[config.mk]
export PLATFORM = sky130hd
export DESIGN_NAME = eii_cpu_ctrl_flat
export DESIGN_NICKNAME = d
export VERILOG_FILES = /design/src/rtl/eii_pkg.sv /design/src/rtl/eii_link_if.sv /design/src/rtl/eii_cpu_ctrl.sv /design/src/flat_wrapper.sv
export SDC_FILE = /design/constraint.sdc
export NUM_CORES = 1
export LEC_CHECK = 0
export ABC_AREA = 1
export BUFFER_PORTS_ARGS = -buffer_cell sky130_fd_sc_hd__buf_2
export CORE_UTILIZATION = 45
export DETAILED_ROUTE_END_ITERATION = 10
export PLACE_DENSITY = 0.76
export RECOVER_POWER = 100
export SYNTH_ARGS = -nofsm -noshare
export SYNTH_HDL_FRONTEND = slang
export SYNTH_SLANG_ARGS = --single-unit
[constraint.sdc]
create_clock -name clk -period 1.6 [get_ports clk]
set_input_delay 0 -clock clk [delete_from_list [all_inputs] [get_ports clk]]
set_output_delay 0 -clock clk [all_outputs]
set_load 0.05 [all_outputs]
[src/rtl/eii_pkg.sv]
// shared constants for the external interrupt input and its cpu-side controller
package eii_pkg;

  ////////////////////////////////////////////////////////////////////////////////
  // device register map
  localparam logic [7:0]  EII_STSCTL_OFS   = 8'h1E;
  localparam logic [7:0]  EII_STSCTL_RST   = 8'h00;
  localparam int          EII_MODE_BIT     = 0;
  localparam int          EII_MASK_BIT     = 1;
  localparam int          EII_ACK_BIT      = 2;
  localparam int          EII_PEND_BIT     = 3;
  localparam logic        EII_PIN_IDLE     = 1'b1;

  ////////////////////////////////////////////////////////////////////////////////
  // vector location loaded when the request is taken
  localparam logic [15:0] EII_VECTOR_ADDR  = 16'hFFFA;

  ////////////////////////////////////////////////////////////////////////////////
  // controller registers on the axi4-lite side (byte addresses)
  localparam logic [7:0]  EII_CTRL_OFS     = 8'h00;
  localparam logic [7:0]  EII_DEVWR_OFS    = 8'h04;
  localparam logic [7:0]  EII_DEVRD_OFS    = 8'h08;
  localparam logic [7:0]  EII_STATUS_OFS   = 8'h0C;
  localparam logic [7:0]  EII_INT_REQUEST_MASK_BIT_OFS    = 8'h10;
  localparam logic [7:0]  EII_LIVE_OFS     = 8'h14;
  localparam logic [7:0]  EII_VECTOR_OFS   = 8'h18;

  localparam int          EII_CTL_AUTO_BIT = 0;
  localparam int          EII_CTL_GMSK_BIT = 1;
  localparam int          EII_CTL_BRK_BIT  = 2;
  localparam int          EII_CTL_BREAK_CLEAR_ENABLE_BIT = 3;
  localparam int          EII_CTL_VF_BIT   = 4;

  localparam int          EII_EVT_REQ_BIT  = 0;
  localparam int          EII_EVT_VEC_BIT  = 1;

  localparam logic [1:0]  EII_RESP_OKAY    = 2'b00;
  localparam logic [1:0]  EII_RESP_SLVERR  = 2'b10;

  typedef enum logic [1:0] {
    EII_RD_IDLE = 2'b00,
    EII_RD_WAIT = 2'b01,
    EII_RD_RESP = 2'b11
  } eii_rd_state_t;

endpackage

[src/rtl/eii_link_if.sv]
// link between the interrupt input device and the cpu-side controller
`timescale 1ns/1ps
interface eii_link_if;
  // register port, driven by the cpu side
  logic [7:0] regAddr;
  logic       regWr;
  logic       regRd;
  logic [7:0] regWrData;
  // register answer, one cycle after regRd
  logic [7:0] regRdData;
  // cpu core and break control
  logic       vectorFetch;
  logic       breakState;
  logic       breakClearEnable;
  // towards the priority logic
  logic       intRequest;
  logic       pinLevel;

  modport dev (
    input  regAddr, regWr, regRd, regWrData, vectorFetch, breakState, breakClearEnable,
    output regRdData, intRequest, pinLevel
  );
  modport cpu (
    output regAddr, regWr, regRd, regWrData, vectorFetch, breakState, breakClearEnable,
    input  regRdData, intRequest, pinLevel
  );
endinterface // eii_link_if

[src/rtl/eii_cpu_ctrl.sv]
// cpu-side controller: axi4-lite registers, vector fetch and break control
`timescale 1ns/1ps
module eii_cpu_ctrl (
  // system
  input  wire logic        clk,
  input  wire logic        reset_n,
  // link to the device
  eii_link_if.cpu          link,
  // axi4-lite write address and data
  input  wire logic        awvalid,
  output logic             awready,
  input  wire logic [7:0]  awaddr,
  input  wire logic        wvalid,
  output logic             wready,
  input  wire logic [31:0] wdata,
  input  wire logic [3:0]  wstrb,
  // axi4-lite write response
  output logic             bvalid,
  input  wire logic        bready,
  output logic [1:0]       bresp,
  // axi4-lite read
  input  wire logic        arvalid,
  output logic             arready,
  input  wire logic [7:0]  araddr,
  output logic             rvalid,
  input  wire logic        rready,
  output logic [31:0]      rdata,
  output logic [1:0]       rresp,
  // interrupt
  output logic             irq
);
  import eii_pkg::*;

  typedef struct packed {
    logic          awHave;
    logic [7:0]    awAddr;
    logic          wHave;
    logic [31:0]   wData;
    logic [3:0]    wStrb;
    logic          awready;
    logic          wready;
    logic          bvalid;
    logic [1:0]    bresp;
    eii_rd_state_t rdState;
    logic          arready;
    logic          rvalid;
    logic [31:0]   rdata;
    logic [1:0]    rresp;
    logic [3:0]    ctrl;
    logic          regWr;
    logic          regRd;
    logic [7:0]    regWrData;
    logic          vectorFetch;
    logic          reqPrev;
    logic [1:0]    sts;
    logic [1:0]    msk;
    logic [15:0]   lastVector;
    logic          irq;
  } eii_ctl_state_t;

  eii_ctl_state_t state_q;
  eii_ctl_state_t state_d;
  logic           doWrite;
  logic           manualFetch;
  logic [1:0]     stsClr;
  logic [1:0]     evt;

  ////////////////////////////////////////////////////////////////////////////////
  // next state
  always_comb begin
    state_d       = state_q;
    state_d.regWr = 1'b0;
    state_d.regRd = 1'b0;
    manualFetch   = 1'b0;
    stsClr        = 2'b00;

    // write channels, taken in either order
    if (awvalid && state_q.awready) begin
      state_d.awHave = 1'b1;
      state_d.awAddr = awaddr;
    end
    if (wvalid && state_q.wready) begin
      state_d.wHave = 1'b1;
      state_d.wData = wdata;
      state_d.wStrb = wstrb;
    end
    if (state_q.bvalid && bready) begin
      state_d.bvalid = 1'b0;
    end
    doWrite = state_q.awHave & state_q.wHave & ~state_q.bvalid;
    if (doWrite) begin
      state_d.awHave = 1'b0;
      state_d.wHave  = 1'b0;
      state_d.bvalid = 1'b1;
      state_d.bresp  = EII_RESP_OKAY;
      case (state_q.awAddr)
        EII_CTRL_OFS: begin
          if (state_q.wStrb[0]) begin
            state_d.ctrl = state_q.wData[3:0];
            manualFetch  = state_q.wData[EII_CTL_VF_BIT];
          end
        end
        EII_DEVWR_OFS: begin
          if (state_q.wStrb[0]) begin
            state_d.regWr     = 1'b1;
            state_d.regWrData = state_q.wData[7:0];
          end
        end
        EII_STATUS_OFS: begin
          if (state_q.wStrb[0]) begin
            stsClr = state_q.wData[1:0];
          end
        end
        EII_INT_REQUEST_MASK_BIT_OFS: begin
          if (state_q.wStrb[0]) begin
            state_d.msk = state_q.wData[1:0];
          end
        end
        default: begin
          state_d.bresp = EII_RESP_SLVERR;
        end
      endcase
    end
    state_d.awready = ~state_d.awHave & ~state_d.bvalid;
    state_d.wready  = ~state_d.wHave & ~state_d.bvalid;

    // read channel; device register answers one cycle after regRd
    case (state_q.rdState)
      EII_RD_IDLE: begin
        if (arvalid && state_q.arready) begin
          state_d.rresp   = EII_RESP_OKAY;
          state_d.rdata   = 32'h0000_0000;
          state_d.rdState = EII_RD_RESP;
          state_d.rvalid  = 1'b1;
          case (araddr)
            EII_CTRL_OFS:   state_d.rdata[3:0]  = state_q.ctrl;
            EII_DEVWR_OFS:  state_d.rdata       = 32'h0000_0000;
            EII_DEVRD_OFS: begin
              state_d.regRd   = 1'b1;
              state_d.rvalid  = 1'b0;
              state_d.rdState = EII_RD_WAIT;
            end
            EII_STATUS_OFS: state_d.rdata[1:0]  = state_q.sts;
            EII_INT_REQUEST_MASK_BIT_OFS:  state_d.rdata[1:0]  = state_q.msk;
            // branch-on-pin views of the raw level in bits 2:1, request in bit 0
            EII_LIVE_OFS:   state_d.rdata[2:0]  = {~link.pinLevel, link.pinLevel,
                                                   link.intRequest};
            EII_VECTOR_OFS: state_d.rdata[15:0] = state_q.lastVector;
            default:        state_d.rresp       = EII_RESP_SLVERR;
          endcase
        end
      end
      EII_RD_WAIT: begin
        // device answer registers on the edge that ends the regRd pulse
        if (!state_q.regRd) begin
          state_d.rdata   = {24'h00_0000, link.regRdData};
          state_d.rvalid  = 1'b1;
          state_d.rdState = EII_RD_RESP;
        end
      end
      EII_RD_RESP: begin
        if (rready) begin
          state_d.rvalid  = 1'b0;
          state_d.rdState = EII_RD_IDLE;
        end
      end
      default: begin
        state_d.rvalid  = 1'b0;
        state_d.rdState = EII_RD_IDLE;
      end
    endcase
    state_d.arready = (state_d.rdState == EII_RD_IDLE) & ~(arvalid & state_q.arready);

    // auto take only outside the global mask, manual fetch ignores it; skip the cycle the device still shows it
    state_d.vectorFetch = manualFetch
                        | (state_q.ctrl[EII_CTL_AUTO_BIT] & ~state_q.ctrl[EII_CTL_GMSK_BIT]
                           & link.intRequest & ~state_q.vectorFetch);
    if (state_d.vectorFetch) begin
      state_d.lastVector = EII_VECTOR_ADDR;
    end

    // sticky events, a new event wins over its clear
    state_d.reqPrev = link.intRequest;
    evt                  = 2'b00;
    evt[EII_EVT_REQ_BIT] = link.intRequest & ~state_q.reqPrev;
    evt[EII_EVT_VEC_BIT] = state_d.vectorFetch;
    state_d.sts          = (state_q.sts & ~stsClr) | evt;
    state_d.irq          = |(state_d.sts & state_d.msk);
  end

  ////////////////////////////////////////////////////////////////////////////////
  // registers
  always_ff @(posedge clk or negedge reset_n) begin
    if (!reset_n) begin
      state_q <= '0;
    end else begin
      state_q <= state_d;
    end
  end

  ////////////////////////////////////////////////////////////////////////////////
  // outputs
  assign awready               = state_q.awready;
  assign wready                = state_q.wready;
  assign bvalid                = state_q.bvalid;
  assign bresp                 = state_q.bresp;
  assign arready               = state_q.arready;
  assign rvalid                = state_q.rvalid;
  assign rdata                 = state_q.rdata;
  assign rresp                 = state_q.rresp;
  assign irq                   = state_q.irq;
  assign link.regAddr          = EII_STSCTL_OFS;
  assign link.regWr            = state_q.regWr;
  assign link.regRd            = state_q.regRd;
  assign link.regWrData        = state_q.regWrData;
  assign link.vectorFetch      = state_q.vectorFetch;
  assign link.breakState       = state_q.ctrl[EII_CTL_BRK_BIT];
  assign link.breakClearEnable = state_q.ctrl[EII_CTL_BREAK_CLEAR_ENABLE_BIT];

endmodule // eii_cpu_ctrl

[src/flat_wrapper.sv]
// flat-port wrapper written by rule: the top's interface ports become plain ports
module eii_cpu_ctrl_flat import eii_pkg::*;
  (clk, reset_n, awvalid, awready, awaddr, wvalid, wready, wdata, wstrb, bvalid, bready, bresp, arvalid, arready, araddr, rvalid, rready, rdata, rresp, irq, link_regAddr, link_regWr, link_regRd, link_regWrData, link_vectorFetch, link_breakState, link_breakClearEnable, link_regRdData, link_intRequest, link_pinLevel);
  eii_link_if link_i ();
  input  wire logic clk;
  input  wire logic reset_n;
  input  wire logic awvalid;
  output logic awready;
  input  wire logic [7:0] awaddr;
  input  wire logic wvalid;
  output logic wready;
  input  wire logic [31:0] wdata;
  input  wire logic [3:0] wstrb;
  output logic bvalid;
  input  wire logic bready;
  output logic [1:0] bresp;
  input  wire logic arvalid;
  output logic arready;
  input  wire logic [7:0] araddr;
  output logic rvalid;
  input  wire logic rready;
  output logic [31:0] rdata;
  output logic [1:0] rresp;
  output logic irq;
  output wire logic [$bits(link_i.regAddr)-1:0] link_regAddr;
  output wire logic [$bits(link_i.regWr)-1:0] link_regWr;
  output wire logic [$bits(link_i.regRd)-1:0] link_regRd;
  output wire logic [$bits(link_i.regWrData)-1:0] link_regWrData;
  output wire logic [$bits(link_i.vectorFetch)-1:0] link_vectorFetch;
  output wire logic [$bits(link_i.breakState)-1:0] link_breakState;
  output wire logic [$bits(link_i.breakClearEnable)-1:0] link_breakClearEnable;
  input wire logic [$bits(link_i.regRdData)-1:0] link_regRdData;
  input wire logic [$bits(link_i.intRequest)-1:0] link_intRequest;
  input wire logic [$bits(link_i.pinLevel)-1:0] link_pinLevel;
  assign link_regAddr = link_i.regAddr;
  assign link_regWr = link_i.regWr;
  assign link_regRd = link_i.regRd;
  assign link_regWrData = link_i.regWrData;
  assign link_vectorFetch = link_i.vectorFetch;
  assign link_breakState = link_i.breakState;
  assign link_breakClearEnable = link_i.breakClearEnable;
  assign link_i.regRdData = link_regRdData;
  assign link_i.intRequest = link_intRequest;
  assign link_i.pinLevel = link_pinLevel;
  eii_cpu_ctrl u_core (.clk(clk), .reset_n(reset_n), .link(link_i), .awvalid(awvalid), .awready(awready), .awaddr(awaddr), .wvalid(wvalid), .wready(wready), .wdata(wdata), .wstrb(wstrb), .bvalid(bvalid), .bready(bready), .bresp(bresp), .arvalid(arvalid), .arready(arready), .araddr(araddr), .rvalid(rvalid), .rready(rready), .rdata(rdata), .rresp(rresp), .irq(irq));
endmodule
==> impl_metrics.env, run 1 <==
export IMPL_die_area_sq_mm=0.00715
export IMPL_final_max_slew_viol_count=0
export IMPL_path_cells="nand2_2 -> clkinvlp_4 -> nand2_1 -> nand2_1 -> dlygate4sd3_1"
export IMPL_combinationalPowerShare=0.448
export IMPL_total_leakage_power_nw=1.92
export IMPL_hp_class="input port to flip-flop"
export IMPL_cts_reportedPaths_clkPinSlew_ps=60
export IMPL_grt_pass1_wl_um=10700
export IMPL_finClkSkew_ps=9.09
export IMPL_setup_tns_ps=0
export IMPL_ioPinCount=132
export IMPL_syn_area_sq_mm=0.00307
export IMPL_cp_end_kind="flip-flop"
export IMPL_worstPathArrival_ps=1700
export IMPL_power_mw=7.38
export IMPL_antenna_left=0
export IMPL_port_buffers=78
export IMPL_grt_use_total=0.192
export IMPL_fmax_mhz=677
export IMPL_finalNetCount=534
export IMPL_fin_crit_sh=0.923
export IMPL_cpMaxStageDelayCell="dlygate4sd3_1"
export IMPL_pwr_share_seq=0.326
export IMPL_cts_sinks=59
export IMPL_r2r_cells=5
export IMPL_cpMostUsedCell="nand2_1"
export IMPL_ir_drop_mv=1.25
export IMPL_crit_family="buffers and inverters"
export IMPL_hold_viol_final=0
export IMPL_place_area_sq_mm=0.00327
export IMPL_switchingPower_mw=3.49
export IMPL_routedWlPerCell_um=11.7
export IMPL_worst_pin_slew_ps=801
export IMPL_dr_first_iter_drc_count=94
export IMPL_fin_cells=547
export IMPL_internal_power_mw=3.89
export IMPL_vias=2515
export IMPL_rsz0062_at_grt="no"
export IMPL_drc_errors=10
export IMPL_max_stage_delay_ps=540
export IMPL_clockBufferDepth=2
export IMPL_cts_tree="built"
export IMPL_fp_dieW_um=84.5
export IMPL_first_pass_iters=8
export IMPL_num_antenna_cells=0
export IMPL_path_max_fanout=6
export IMPL_final_cell_area_sq_mm=0.00378
export IMPL_drive_gt1_frac=0.187
export IMPL_status="complete, but fails checks"
export IMPL_yosysSeqAreaShare=0.482
export IMPL_synth_warning_count=0
export IMPL_syn_area_per_cell_sq_um=8.35
export IMPL_grt_ovfl_total=0
export IMPL_swShare=0.473
export IMPL_cp_num_buf_inv=2
export IMPL_violations="design-rule violations"
export IMPL_synth_seq_cells=59
export IMPL_cts_htree_levels=3
export IMPL_grt_pass1_vias=2495
export IMPL_final_common_cell="nand2_1"
export IMPL_start_util=0.475
export IMPL_syn_to_final_growth_pct=23.5
export IMPL_insertion_delay_ps=340
export IMPL_rows=29
export IMPL_p_per_area_mw_per_mm2=1950
export IMPL_ys_types=26
export IMPL_avgViaCountPerCell=4.60
export IMPL_synth_cells=367
export IMPL_antenna_found_initial=0
export IMPL_gp_congestion=0.853
export IMPL_setup_viol_count_final=0
export IMPL_maxCapViolCount=0
export IMPL_core_sq_mm=0.00646
export IMPL_dpl_cell_count=494
export IMPL_final_min_clock_period_ps=1480
export IMPL_die_h_um=84.5
export IMPL_clock_power_share=0.226
export IMPL_grt_max_degree=60
export IMPL_relSlewSlack=0.466
export IMPL_cp_start_kind="flip-flop"
export IMPL_required_ps=1820
export IMPL_worstSetupPathType="flip-flop to flip-flop"
export IMPL_cts_buffers=9
export IMPL_totalWireLength_um=6420
export IMPL_crit_cells=5
export IMPL_dp_final_hpwl_um=4190
export IMPL_fill_cells=610
export IMPL_cts_root_buf="clkbuf_8"
export IMPL_layout_common_cells="nand2_1 (84), dfrtp_1 (59), inv_1 (41), clkbuf_1 (41), buf_2 (40)"
export IMPL_holdPathStages=4
-- final cells by class --
cell class / count / area, sq um / area share
clock buffer: 11 / 141 / 0.0374
clock inverter: 5 / 100 / 0.0264
tap: 77 / 96.3 / 0.0255
sequential: 59 / 1480 / 0.390
timing repair buffer: 118 / 718 / 0.190
inverter: 46 / 176 / 0.0466
multi-input combinational: 231 / 1080 / 0.284
-- Yosys cell counts --
library cell | n | area, sq um
nand2_1 | 83 | 312
dfrtp_1 | 59 | 1480
buf_4 | 52 | 390
inv_1 | 42 | 158
nor2_1 | 31 | 116
o21ai_0 | 22 | 110
nand3_1 | 19 | 95.1
a21oi_1 | 10 | 50.1
o21ai_2 | 8 | 70.1
nand2_2 | 7 | 43.8
nor2_2 | 7 | 43.8
nand4_1 | 5 | 31.3
nor2_4 | 4 | 45.0
inv_2 | 3 | 11.3
clkbuf_1 | 2 | 7.51
conb_1 | 2 | 7.51
nor3_2 | 2 | 20.0
a22o_1 | 1 | 8.76
a31oi_1 | 1 | 6.26
buf_6 | 1 | 11.3
clkinv_1 | 1 | 3.75
nand3_2 | 1 | 10.0
nand3_4 | 1 | 17.5
nor3b_1 | 1 | 7.51
o21ai_1 | 1 | 5.00
o31ai_1 | 1 | 7.51
-- cells by family after synthesis --
kind of cell,after synthesis,synth area share
AND/OR/NAND/NOR,161,0.242
buffers and inverters,101,0.190
flip-flops,59,0.482
AO/OA/AOI/OAI,44,0.0841
other,2,0.00245
-- layer usage --
metal	vias to the layer above	part of all wire	GRT usage
met2	98	0.50	0.351
met1	1137	0.42	0.212
met4	0	0.015	0.0770
li1	1271	-	-
met3	9	0.069	0.0492
met5	-	0	0
-- worst register-to-register path, delay by kind of cell, from the launching register on --
| kind | cells | cell delay [ps] |
|---|---|---|
| and+or+nand+nor | 3 | 270 |
| buffers and inverters | 2 | 690 |
| DFF | 1 | 400 |
-- per-stage QoR --
stage           util  setup WS (ps)  hold WS, ps
6_report       0.586            123         6.72
4_1_cts        0.595           95.5         2.91
5_1_grt        0.586           35.6         21.4
2_1_floorplan      -           62.4         -296
3_5_place_dp   0.506            215         37.2
3_3_place_gp   0.506            247         25.4
-- power groups by stage --
| stage | registers, mW | logic, mW | clock network (mW) |
|---|---|---|---|
| 2_1_floorplan | 2.68 | 2.72 | 0 |
| 3_3_place_gp | 2.39 | 3.25 | 0 |
| 3_5_place_dp | 2.42 | 3.32 | 0 |
| 4_1_cts | 2.39 | 3.41 | 1.69 |
| 5_1_grt | 2.47 | 3.60 | 1.77 |
| 6_report | 2.41 | 3.30 | 1.67 |
-- sequential cells by signal, summed over array words and instances, names as in the netlist --
name and cells:
u_core.state_q 29, u_core.rdata 9, u_core.link.regWrData 8, u_core.arready 1, u_core.awready 1, u_core.bresp 1
u_core.bvalid 1, u_core.irq 1, u_core.link.breakClearEnable 1, u_core.link.breakState 1, u_core.link.regRd 1, u_core.link.regWr 1
u_core.link.vectorFetch 1, u_core.rresp 1, u_core.rvalid 1, u_core.wready 1
-- final timing paths --
path / from / end / slack, ps
max: u_core.awready / u_core.state_q[119] / 120
min: awvalid / u_core.state_q[118] / 7
max reg2reg: u_core.awready / u_core.state_q[119] / 120
min reg2reg: u_core.state_q[21] / u_core.state_q[19] / 440
max in group asynchronous: reset_n / u_core.awready / 660
min in group asynchronous: reset_n / u_core.rvalid / 410
-- what timing repair did --
| action | CTS | global route |
|---|---|---|
| endpoints found under the setup margin | 0 | 2 |
| endpoints found under the hold margin | 90 | 0 |
| setup buffers | 0 | 4 |
| gates resized for setup | 0 | 2 |
| hold buffers | 33 | 0 |
No activity file was read; power rests on OpenSTA's default activity.
==> run 2, diff against run 1 <==
CTS_BUF_LIST = sky130_fd_sc_hd__clkbuf_8   (was not set)
==> impl_metrics.env, run 2 (synthesis gave the netlist of run 1 again) <==
export IMPL_status="complete, but fails checks"
export IMPL_violations="design-rule violations"
export IMPL_cts_tree="built"
export IMPL_holdWs_ps=4.31
export IMPL_core_sq_mm=0.00646
export IMPL_hold_viol_final=0
export IMPL_ioPinCount=132
export IMPL_die_area_sq_mm=0.00715
export IMPL_first_pass_iters=7
export IMPL_worstSetupPathType="flip-flop to flip-flop"
export IMPL_grt_use_met2=0.351
export IMPL_largest_register_ffs=29
export IMPL_crit_start="u_core.awready"
export IMPL_r2r_start="u_core.awready"
export IMPL_fin_cells=547
export IMPL_fin_util=0.586
export IMPL_p_per_area_mw_per_mm2=1950
export IMPL_cp_start_kind="flip-flop"
export IMPL_setup_tns_ps=0
export IMPL_fp_dieW_um=84.5
export IMPL_grt_use_total=0.192
export IMPL_start_util=0.475
export IMPL_final_min_clock_period_ps=1480
export IMPL_dpl_cell_count=494
export IMPL_setup_viol_count_final=0
export IMPL_antenna_found_initial=0
export IMPL_met1_usage=0.212
export IMPL_largest_register="u_core.state_q"
export IMPL_cts_buffers=9
export IMPL_dp_final_hpwl_um=4190
export IMPL_gp_congestion=0.853
export IMPL_syn_to_final_growth_pct=23.5
export IMPL_relSlewSlack=0.466
export IMPL_drc_errors=10
export IMPL_grtUsageMet3=0.0492
export IMPL_grt_max_degree=60
export IMPL_path_max_fanout=6
export IMPL_grt_busiest_layer="met2"
export IMPL_dr_first_iter_drc_count=89
export IMPL_totalWireLength_um=6430
export IMPL_insertion_delay_ps=340
export IMPL_ir_drop_mv=1.25
export IMPL_grt_ovfl_total=0
export IMPL_antenna_left=0
export IMPL_worstPathArrival_ps=1700
export IMPL_vias=2530
export IMPL_drive_gt1_frac=0.187
export IMPL_final_common_cell="nand2_1"
export IMPL_grt_pass1_vias=2495
export IMPL_finClkSkew_ps=9.43
export IMPL_grt_pass1_wl_um=10700
export IMPL_layout_common_cells="nand2_1 (84), dfrtp_1 (59), inv_1 (42)"
export IMPL_power_mw=7.37
export IMPL_num_antenna_cells=0
export IMPL_min_delay_start="awvalid"
export IMPL_cp_end_kind="flip-flop"
export IMPL_fin_crit_sh=0.922
export IMPL_rows=29
export IMPL_fmax_mhz=678
export IMPL_required_ps=1820
export IMPL_hp_class="input port to flip-flop"
export IMPL_maxCapViolCount=0
export IMPL_cts_reportedPaths_clkPinSlew_ps=60
export IMPL_cts_htree_levels=3
export IMPL_port_buffers=78
export IMPL_die_h_um=84.5
export IMPL_worst_pin_slew_ps=801
export IMPL_final_max_slew_viol_count=0
export IMPL_total_leakage_power_nw=1.93
export IMPL_cts_root_buf="clkbuf_8"
export IMPL_finalNetCount=534
export IMPL_avgViaCountPerCell=4.63
export IMPL_clockBufferDepth=2
export IMPL_cts_sinks=59
export IMPL_routedWlPerCell_um=11.8
export IMPL_rsz0062_at_grt="no"
run 2: per-layer routing:
layer	vias up	wire length [um]	part of all wire
li1	1270	-	-
met1	1141	2690	0.42
met2	108	3190	0.50
met3	11	453	0.070
met4	0	97	0.015
met5	-	0	0
run 2: path summary, 6_finish.rpt:
check | end | slack (ps) | cells after the start
worst max-delay path | u_core.state_q[119] | 120 | 5
worst min-delay path | u_core.state_q[118] | 4 | 4
worst max register to register | u_core.state_q[119] | 120 | 5
worst min register to register | u_core.state_q[19] | 440 | 1
max in group asynchronous | u_core.awready | 660 | 3
min in group asynchronous | u_core.rvalid | 410 | 3
run 2: where the power goes:
| part | total (mW) | switching [mW] | internal, mW |
|---|---|---|---|
| sequential | 2.41 | 0.346 | 2.06 |
| combinational | 3.30 | 2.55 | 0.753 |
| clock | 1.66 | 0.596 | 1.07 |
| total | 7.37 | 3.49 | 3.88 |
run 2: area by class of cell:
class                      instances  area, sq um
clock buffer                      10          138
clock inverter                     6          104
fill                             610         2670
inverter                          46          176
multi-input combinational        231         1080
sequential                        59         1480
tap                               77         96.3
timing repair buffer             118          718
run 2: through the flow:
step | worst slack (ps) | instance area [sq um]
final | 124 | 3780
after global placement | 247 | 3270
after detailed placement | 215 | 3270
after global routing | 35.6 | 3780
after floorplan | 62.4 | 3160
after CTS | 95.5 | 3840
run 2: what timing repair did:
action	in CTS	in global routing
resized for setup	0	2
endpoints found under the hold margin	90	0
buffers inserted	0	4
hold buffers	33	0
setup endpoints to repair	0	2
run 2: worst max-delay path, stage by stage, from the launching register on:
cell           delay, ps
dfrtp_1              400
nand2_2              130
clkinvlp_4           150
nand2_1               90
nand2_1               50
dlygate4sd3_1        540
